### src/hw/perf_event_pkg.sv
// Constants and carrier types for the performance event decoder.
// Assumes one core clock domain; every user reads names as package::name.

package perf_event_pkg;

   // ==================================================================
   // Event select codes
   localparam logic [7:0] EVT_CLEAR = 8'hc3;
   localparam logic [7:0] EVT_BR    = 8'hc4;
   localparam logic [7:0] EVT_MISP  = 8'hc5;
   localparam logic [7:0] EVT_IDLE  = 8'hca;

   // ==================================================================
   // Unit masks
   localparam logic [7:0] UM_CODE_MOD   = 8'h01;
   localparam logic [7:0] UM_ORDERING   = 8'h02;
   localparam logic [7:0] UM_FLOAT_HELP = 8'h04;
   localparam logic [7:0] UM_CLEAR_ANY  = 8'h08;
   localparam logic [7:0] UM_BR_ALL     = 8'h00;
   localparam logic [7:0] UM_COND       = 8'h7e;
   localparam logic [7:0] UM_FAR        = 8'hbf;
   localparam logic [7:0] UM_NEAR_IND   = 8'heb;
   localparam logic [7:0] UM_NEAR_RET   = 8'hf7;
   localparam logic [7:0] UM_NEAR_CALL  = 8'hf9;
   localparam logic [7:0] UM_IND_CALL   = 8'hfb;
   localparam logic [7:0] UM_REL_CALL   = 8'hfd;
   localparam logic [7:0] UM_TAKEN_COND = 8'hfe;
   localparam logic [7:0] UM_ROB_FULL   = 8'h01;
   localparam logic [7:0] UM_RENAME     = 8'h20;
   localparam logic [7:0] UM_IDLE_ANY   = 8'h3f;
   localparam logic [7:0] UM_STARVED    = 8'h50;

   // ==================================================================
   // Detection figures
   localparam int REGION_LSB = 10;
   localparam int ROB_LOW    = 2;

   // ==================================================================
   // Carriers
   typedef struct packed {
      logic valid;
      logic cond;
      logic far;
      logic ind_jmp;
      logic ind_call;
      logic rel_call;
      logic near_ret;
      logic pred_taken;
      logic mispredicted;
   } branch_t;

   typedef struct packed {
      logic alloc_none;
      logic frontend_empty;
      logic backend_stall;
      logic rename_stall;
   } alloc_t;

   typedef struct packed {
      logic code_mod;
      logic ordering;
      logic float_help;
      logic any;
   } clear_t;

   typedef enum logic [0:0] {
      ST_RUN   = 1'b0,
      ST_DRAIN = 1'b1
   } drain_st_t;

endpackage

### src/hw/perf_event_decoder.sv
// Machine clear raising and event qualification for one counter.
// Assumes all inputs come from logic on the core clock; one branch
// retires per cycle at most.
//
// Operation
// - Clear event, mask 01: count code-modification clears.
// - Clear event, mask 02: count memory-ordering clears.
// - Clear event, mask 04: count floating-point help clears.
// - Clear event, mask 08: count every clear, including interrupts and faults.
// - Specific clear counts need not sum to the any-cause count.
// - Float help raises a clear against the instruction, then a helper sequence.
// - A store into the aligned 1K region being executed may raise a clear.
// - After a code-modification clear, drain stores before restarting front end.
// - Snoop hitting a completed load with older load pending raises ordering clear.
// - Without an older pending load no ordering clear is raised.
// - Branch event: mask 00 all retired branches, 7E conditional jumps.
// - Branch event: mask BF far branches, EB near indirect jumps or calls.
// - Branch event: mask F7 near returns, F9 near calls.
// - Branch event: FB indirect calls, FD relative calls, FE taken conditionals.
// - Mispredict event: mask 00 all, 7E conditional jumps.
// - Mispredict event: mask BF far, EB near indirect jumps or calls.
// - Mispredict event: mask F7 near returns, F9 near calls.
// - Mispredict event: FB indirect calls, FD relative calls, FE taken conditionals.
// - Idle event, mask 01: no allocation and fewer than two free reorder entries.
// - Idle event, mask 20: no allocation while rename stall asserted.
// - Idle event, mask 3F: every cycle with nothing allocated.
// - Idle event, mask 50: front end starved while back end not stalled.

`timescale 1ns/100ps
`default_nettype none

module perf_event_decoder #(
   parameter int ADDR_W = 32,
   parameter int TAG_W  = 6,
   parameter int ROB_W  = 7,
   parameter int CNT_W  = 48
) (
   // Clock and reset
   input  wire logic                      clock,
   input  wire logic                      rst_b,
   // Counter selection
   input  wire logic [7:0]                event_select,
   input  wire logic [7:0]                unit_mask,
   // Store and fetch tracking
   input  wire logic                      store_valid,
   input  wire logic [ADDR_W-1:0]         store_addr,
   input  wire logic [ADDR_W-1:0]         exec_addr,
   input  wire logic                      store_queue_empty,
   // Snoop and load ordering
   input  wire logic                      snoop_valid,
   input  wire logic                      snoop_hit_done_load,
   input  wire logic                      older_load_pending,
   // Floating point help
   input  wire logic                      fp_needs_help,
   input  wire logic [TAG_W-1:0]          fp_instr_tag,
   // Other clear causes: interrupt, trap, fault
   input  wire logic                      other_clear,
   // Retirement and allocation status
   input  wire perf_event_pkg::branch_t   retire_branch,
   input  wire perf_event_pkg::alloc_t    alloc_status,
   input  wire logic [ROB_W-1:0]          rob_free,
   // Clear and restart outputs
   output logic                           machine_clear,
   output perf_event_pkg::clear_t         clear_cause,
   output logic                           frontend_restart,
   output logic                           helper_start,
   output logic [TAG_W-1:0]               helper_tag,
   output logic                           draining,
   // Counter
   output logic                           count_inc,
   output logic [CNT_W-1:0]               event_count
);

   // ==================================================================
   // State
   typedef struct packed {
      perf_event_pkg::drain_st_t st;
      perf_event_pkg::clear_t    cause;
      logic                      clear;
      logic                      restart;
      logic                      helper;
      logic [TAG_W-1:0]          tag;
      logic                      inc;
      logic [CNT_W-1:0]          count;
   } state_t;

   localparam logic [ROB_W-1:0] ROB_LOW_V = ROB_W'(perf_event_pkg::ROB_LOW);

   state_t state_ff;
   state_t nxt_state;

   // ==================================================================
   // Clear detection
   logic                  region_hit;
   logic                  det_code_mod;
   logic                  det_ordering;
   logic                  det_float;
   logic                  det_any;
   perf_event_pkg::clear_t det_cause;

   // Only the 1K region is compared, so stores near but outside the
   // running code may still clear; that costs time, never correctness.
   assign region_hit   = store_addr[ADDR_W-1:perf_event_pkg::REGION_LSB]
                         == exec_addr[ADDR_W-1:perf_event_pkg::REGION_LSB];
   assign det_code_mod = store_valid && region_hit;
   assign det_ordering = snoop_valid && snoop_hit_done_load
                         && older_load_pending;
   assign det_float    = fp_needs_help;
   assign det_any      = det_code_mod || det_ordering || det_float
                         || other_clear;

   always_comb begin
      det_cause            = '0;
      det_cause.code_mod   = det_code_mod;
      det_cause.ordering   = det_ordering;
      det_cause.float_help = det_float;
      det_cause.any        = det_any;
   end

   // ==================================================================
   // Event qualification
   logic idle_rob;
   logic idle_rename;
   logic idle_any;
   logic idle_starved;
   logic br_near_call;
   logic br_near_ind;
   logic br_taken_cond;
   logic br_hit;
   logic sel_hit;

   assign idle_rob      = alloc_status.alloc_none && (rob_free < ROB_LOW_V);
   assign idle_rename   = alloc_status.alloc_none && alloc_status.rename_stall;
   assign idle_any      = alloc_status.alloc_none;
   assign idle_starved  = alloc_status.frontend_empty
                          && !alloc_status.backend_stall;
   assign br_near_call  = retire_branch.ind_call || retire_branch.rel_call;
   assign br_near_ind   = retire_branch.ind_jmp || retire_branch.ind_call;
   assign br_taken_cond = retire_branch.cond && retire_branch.pred_taken;

   // Branch class match, shared by the retired and mispredicted events
   always_comb begin
      br_hit = 1'b0;
      case (unit_mask)
         perf_event_pkg::UM_BR_ALL: begin
            br_hit = 1'b1;
         end
         perf_event_pkg::UM_COND: begin
            br_hit = retire_branch.cond;
         end
         perf_event_pkg::UM_FAR: begin
            br_hit = retire_branch.far;
         end
         perf_event_pkg::UM_NEAR_IND: begin
            br_hit = br_near_ind;
         end
         perf_event_pkg::UM_NEAR_RET: begin
            br_hit = retire_branch.near_ret;
         end
         perf_event_pkg::UM_NEAR_CALL: begin
            br_hit = br_near_call;
         end
         perf_event_pkg::UM_IND_CALL: begin
            br_hit = retire_branch.ind_call;
         end
         perf_event_pkg::UM_REL_CALL: begin
            br_hit = retire_branch.rel_call;
         end
         perf_event_pkg::UM_TAKEN_COND: begin
            br_hit = br_taken_cond;
         end
         default: begin
            br_hit = 1'b0;
         end
      endcase
   end

   // Specific clears are counted on their own detectors while the
   // any-cause count also sees interrupts, so the sums differ.
   always_comb begin
      sel_hit = 1'b0;
      case (event_select)
         perf_event_pkg::EVT_CLEAR: begin
            case (unit_mask)
               perf_event_pkg::UM_CODE_MOD: begin
                  sel_hit = det_code_mod;
               end
               perf_event_pkg::UM_ORDERING: begin
                  sel_hit = det_ordering;
               end
               perf_event_pkg::UM_FLOAT_HELP: begin
                  sel_hit = det_float;
               end
               perf_event_pkg::UM_CLEAR_ANY: begin
                  sel_hit = det_any;
               end
               default: begin
                  sel_hit = 1'b0;
               end
            endcase
         end
         perf_event_pkg::EVT_BR: begin
            sel_hit = retire_branch.valid && br_hit;
         end
         perf_event_pkg::EVT_MISP: begin
            sel_hit = retire_branch.valid && retire_branch.mispredicted && br_hit;
         end
         perf_event_pkg::EVT_IDLE: begin
            case (unit_mask)
               perf_event_pkg::UM_ROB_FULL: begin
                  sel_hit = idle_rob;
               end
               perf_event_pkg::UM_RENAME: begin
                  sel_hit = idle_rename;
               end
               perf_event_pkg::UM_IDLE_ANY: begin
                  sel_hit = idle_any;
               end
               perf_event_pkg::UM_STARVED: begin
                  sel_hit = idle_starved;
               end
               default: begin
                  sel_hit = 1'b0;
               end
            endcase
         end
         default: begin
            sel_hit = 1'b0;
         end
      endcase
   end

   // ==================================================================
   // Next state
   always_comb begin
      nxt_state         = state_ff;
      nxt_state.cause   = det_cause;
      nxt_state.clear   = det_any;
      nxt_state.restart = 1'b0;
      nxt_state.helper  = det_float;
      nxt_state.tag     = det_float ? fp_instr_tag : state_ff.tag;
      nxt_state.inc     = sel_hit;
      // One step per occurrence or per qualifying cycle
      nxt_state.count   = state_ff.count + CNT_W'(sel_hit);
      case (state_ff.st)
         perf_event_pkg::ST_RUN: begin
            if (det_code_mod) begin
               nxt_state.st = perf_event_pkg::ST_DRAIN;
            end
         end
         perf_event_pkg::ST_DRAIN: begin
            // A fresh modifying store restarts the wait for an empty queue
            if (store_queue_empty && !det_code_mod) begin
               nxt_state.st      = perf_event_pkg::ST_RUN;
               nxt_state.restart = 1'b1;
            end
         end
         default: begin
            nxt_state.st = perf_event_pkg::ST_RUN;
         end
      endcase
   end

   always_ff @(posedge clock or negedge rst_b) begin
      if (!rst_b) begin
         state_ff <= '0;
      end else begin
         state_ff <= nxt_state;
      end
   end

   // ==================================================================
   // Outputs
   assign machine_clear    = state_ff.clear;
   assign clear_cause      = state_ff.cause;
   assign frontend_restart = state_ff.restart;
   assign helper_start     = state_ff.helper;
   assign helper_tag       = state_ff.tag;
   assign draining         = (state_ff.st == perf_event_pkg::ST_DRAIN);
   assign count_inc        = state_ff.inc;
   assign event_count      = state_ff.count;
endmodule

`default_nettype wire

### config.mk
export PLATFORM = sky130hd
export DESIGN_NAME = perf_event_decoder
export DESIGN_NICKNAME = d
export VERILOG_FILES = /design/src/hw/perf_event_pkg.sv /design/src/hw/perf_event_decoder.sv
export SDC_FILE = /design/constraint.sdc
export NUM_CORES = 1
export LEC_CHECK = 0
export ABC_AREA = 1
export BUFFER_PORTS_ARGS = -buffer_cell sky130_fd_sc_hd__buf_2
export CORE_MARGIN = 2
export CORE_UTILIZATION = 40
export DETAILED_ROUTE_END_ITERATION = 12
export HOLD_SLACK_MARGIN = 0.12
export PLACE_DENSITY = 0.7
export SLEW_MARGIN = 10
export SYNTH_ARGS = -nofsm -noshare
export SYNTH_HDL_FRONTEND = slang
export SYNTH_SLANG_ARGS = --single-unit
export TNS_END_PERCENT = 20
### constraint.sdc
create_clock -name clock -period 3.6 [get_ports clock]
set_clock_uncertainty 0.1 [all_clocks]
set_input_delay 0.72 -clock clock [delete_from_list [all_inputs] [get_ports clock]]
set_output_delay 0.72 -clock clock [all_outputs]
set_load 0.05 [all_outputs]
==> impl_metrics.toml <==
[outcome]
status = "complete, no violations"

[sta]
drv_slew = 0
worst_pin_slew_ps = 445
post-route-min-period_ps = 3230
max_freq_ghz = 0.309
hold_ws_ps = 213
setup_violations = 0
fin_crit_sh = 0.899
slew_headroom = 0.703
rsz0062_at_grt = "no"
hold_violations = 0
setup_slack_ps = 365

[power]
leakage_uw = 0.00294
switchingPower_uw = 378
p_seq_frac = 0.498
p_per_area_mw_per_mm2 = 280
p_total_uw = 1400
clkPwrFrac = 0.374
p_int_uw = 1020
p_sw_frac = 0.270
peakVddDrop_v = 0.000109
p_comb_frac = 0.128

[clock_tree]
clk_pin_slew_ps = 70
ctsLongestPathBuffers = 2
cts_root_buf = "clkbuf_8"
tritoncts = "yes"
cts_setup_buffers = 0
cts_sinks = 61
htreeDepth = 3
insertion_delay_ps = 340
numCtsBuffers = 9
cts_resized = 0
ctsHoldBuffers = 0

[global_route]
grt_pass1_wl_um = 15800
grt_pass1_vias = 3645
grt_max_degree = 31
overflow = 0
grtUsageTotal = 0.190
antenna_found_initial = 0

[route]
vias = 3823
final_antenna_net_count = 0
initialDrtViolationCount = 86
met1_length_um = 3850
drt_first_pass_iters = 4
wl_met2_um = 4760
top_layer = "met4"
vias_per_cell = 4.56
wl_met3_um = 763
wire_per_inst_um = 11.3
drcViolationCount = 0
drt-total-wl_um = 9510

[yosys]
netlist_instances = 533
synth-edff-count = 0
ys_warn_count = 0
syn_area_per_cell_um2 = 7.20
yosys.area.top_type = "dfrtp_1"
ys_top_cells_by_area = "dfrtp_1, nand2_1, inv_1, xor2_1, nor2_1"
synthesis.area_mm2 = 0.00384
yosysUniqueCellTypes = 31
syn_nets = 650
ys_seq_area_frac = 0.398
synth_ff_type = "dfrtp_1"
synth_top_area_frac = 0.398
async_flop_share = 1.00
ys_seq_elements = 61

[floorplan]
coreArea_mm2 = 0.00928
dieHeight_um = 102
initial_core_util = 0.413
placementRows = 35
io-pin-count = 178
dieWidth_um = 102
dieArea_mm2 = 0.0104

[worst_setup_path]
required_ps = 3720
cp-end-kind = "flop"
cp-start-kind = "input pin"
crit_type = "in2reg"
critPathArrivalTime_ps = 3350
cp_max_fo = 4

[placed_design]
hpwlAfterDp_um = 7910
gp_congestion = 0.917
io_buffers = 156
dp_slack_ps = -19.2

[flow_run]
max_cap_viol_count = 0

[cells_and_area]
drive_above_1_share = 0.300
n_antenna_cell = 0
syn_to_final_growth_pct = 29.9
final_nets = 822

[hold_path]
hold_path_class = "in2async"
[synthesized netlist by cell type, types with 2 or more instances]
| cell | count |
|---|---|
| nand2_2 | 7 |
| and2_1 | 2 |
| or2_1 | 2 |
| inv_2 | 8 |
| nand3_1 | 26 |
| buf_4 | 2 |
| xnor2_1 | 16 |
| nor3_2 | 4 |
| nand2_1 | 161 |
| nor2_1 | 66 |
| nand2_4 | 3 |
| nor4_1 | 2 |
| nor2_2 | 2 |
| ha_1 | 2 |
| nor2_4 | 9 |
| o21ai_0 | 7 |
| nor3b_1 | 2 |
| xor2_1 | 30 |
| nand4_1 | 9 |
| dfrtp_1 | 61 |
| inv_1 | 84 |
| nor3_1 | 19 |
[state kept, by name, summed over array words and instances, names as in the netlist]
signal and cells:
draining 1, helper_start 1, event_count 48, helper_tag 6, machine_clear 1, frontend_restart 1, clear_cause 2, count_inc 1
[final timing paths]
path | cells past startpoint | startpoint | end | slack [ps]
max | 23 | unit_mask[3] | event_count[42] | 370
min | 1 | rst_b | event_count[13] | 210
max reg2reg | 12 | event_count[0] | event_count[42] | 1540
min reg2reg | 2 | helper_tag[0] | helper_tag[0] | 370
max in group asynchronous | 3 | rst_b | helper_tag[2] | 2200
min in group clock | 2 | helper_tag[0] | helper_tag[0] | 370
[placed cells by master (no fill, tap or decap), drive strengths merged]
cell type,n
nand2,171
buf,164
inv,92
nor2,78
dfrtp,61
xor2,30
nand3,26
nor3,23
xnor2,16
clkbuf,10
nand4,9
o21ai,7
clkinv,5
and2,2
nor3b,2
or2,2
nor4,2
ha,2
o22ai,1
a41oi,1
nand3b,1
a21oi,1
a211oi,1
and3,1
clkinvlp,1
[per-stage QoR]
step	cells	TNS (ps)	cell area, um2	utilization
final	838	0	4980	0.537
after global placement	823	0	4820	0.519
after floorplan	533	0	3840	-
after global routing	838	0	4980	0.537
after detailed placement	823	-22.8	4820	0.519
after CTS	838	0	4980	0.537
[cell families (layout without fill, tap and decap cells)]
family | count (synthesis) | count (layout) | synth area share
simple gates | 317 | 317 | 0.378
buf+inv | 96 | 272 | 0.0959
flops | 61 | 61 | 0.398
xor+xnor | 46 | 46 | 0.105
compound gates | 11 | 11 | 0.0163
fa+ha+maj | 2 | 2 | 0.00652
[layer usage]
layer,vias up,GRT usage
li1,1968,-
met1,1702,0.223
met2,141,0.340
met3,12,0.0479
met4,0,0.0636
met5,-,0
[layout make-up]
type                    count  area, um2
inverters                  93        349
well taps                 129        161
clock buffers              10        138
multi-input cells         376       1940
flip-flops and latches     61       1530
clock inverters             5       27.5
repair buffers            164        841
fillers                   932       4300
[power groups by stage]
stage          Combinational [uW]  Sequential [uW]  Clock (uW)
2_1_floorplan                61.1              737           0
3_3_place_gp                  178              709           0
3_5_place_dp                  182              709           0
4_1_cts                       182              697         540
5_1_grt                       203              697         567
6_report                      179              697         522
[critical path: stages]
cell	delay [ps]
buf_2	110
inv_1	50
nor2_1	170
nand3_1	130
o21ai_0	240
nor2_1	80
nand2_1	80
nand2_1	50
nor2_1	110
nor2_1	50
nand2_1	80
ha_1	190
ha_1	200
nand2_1	90
nor2_4	120
nand2_2	90
nor2_4	120
nand2_4	90
nor2_8	120
nand2_2	100
nor2_4	130
nand2_1	80
xnor2_1	140
Power figures use the tool's default switching activity.
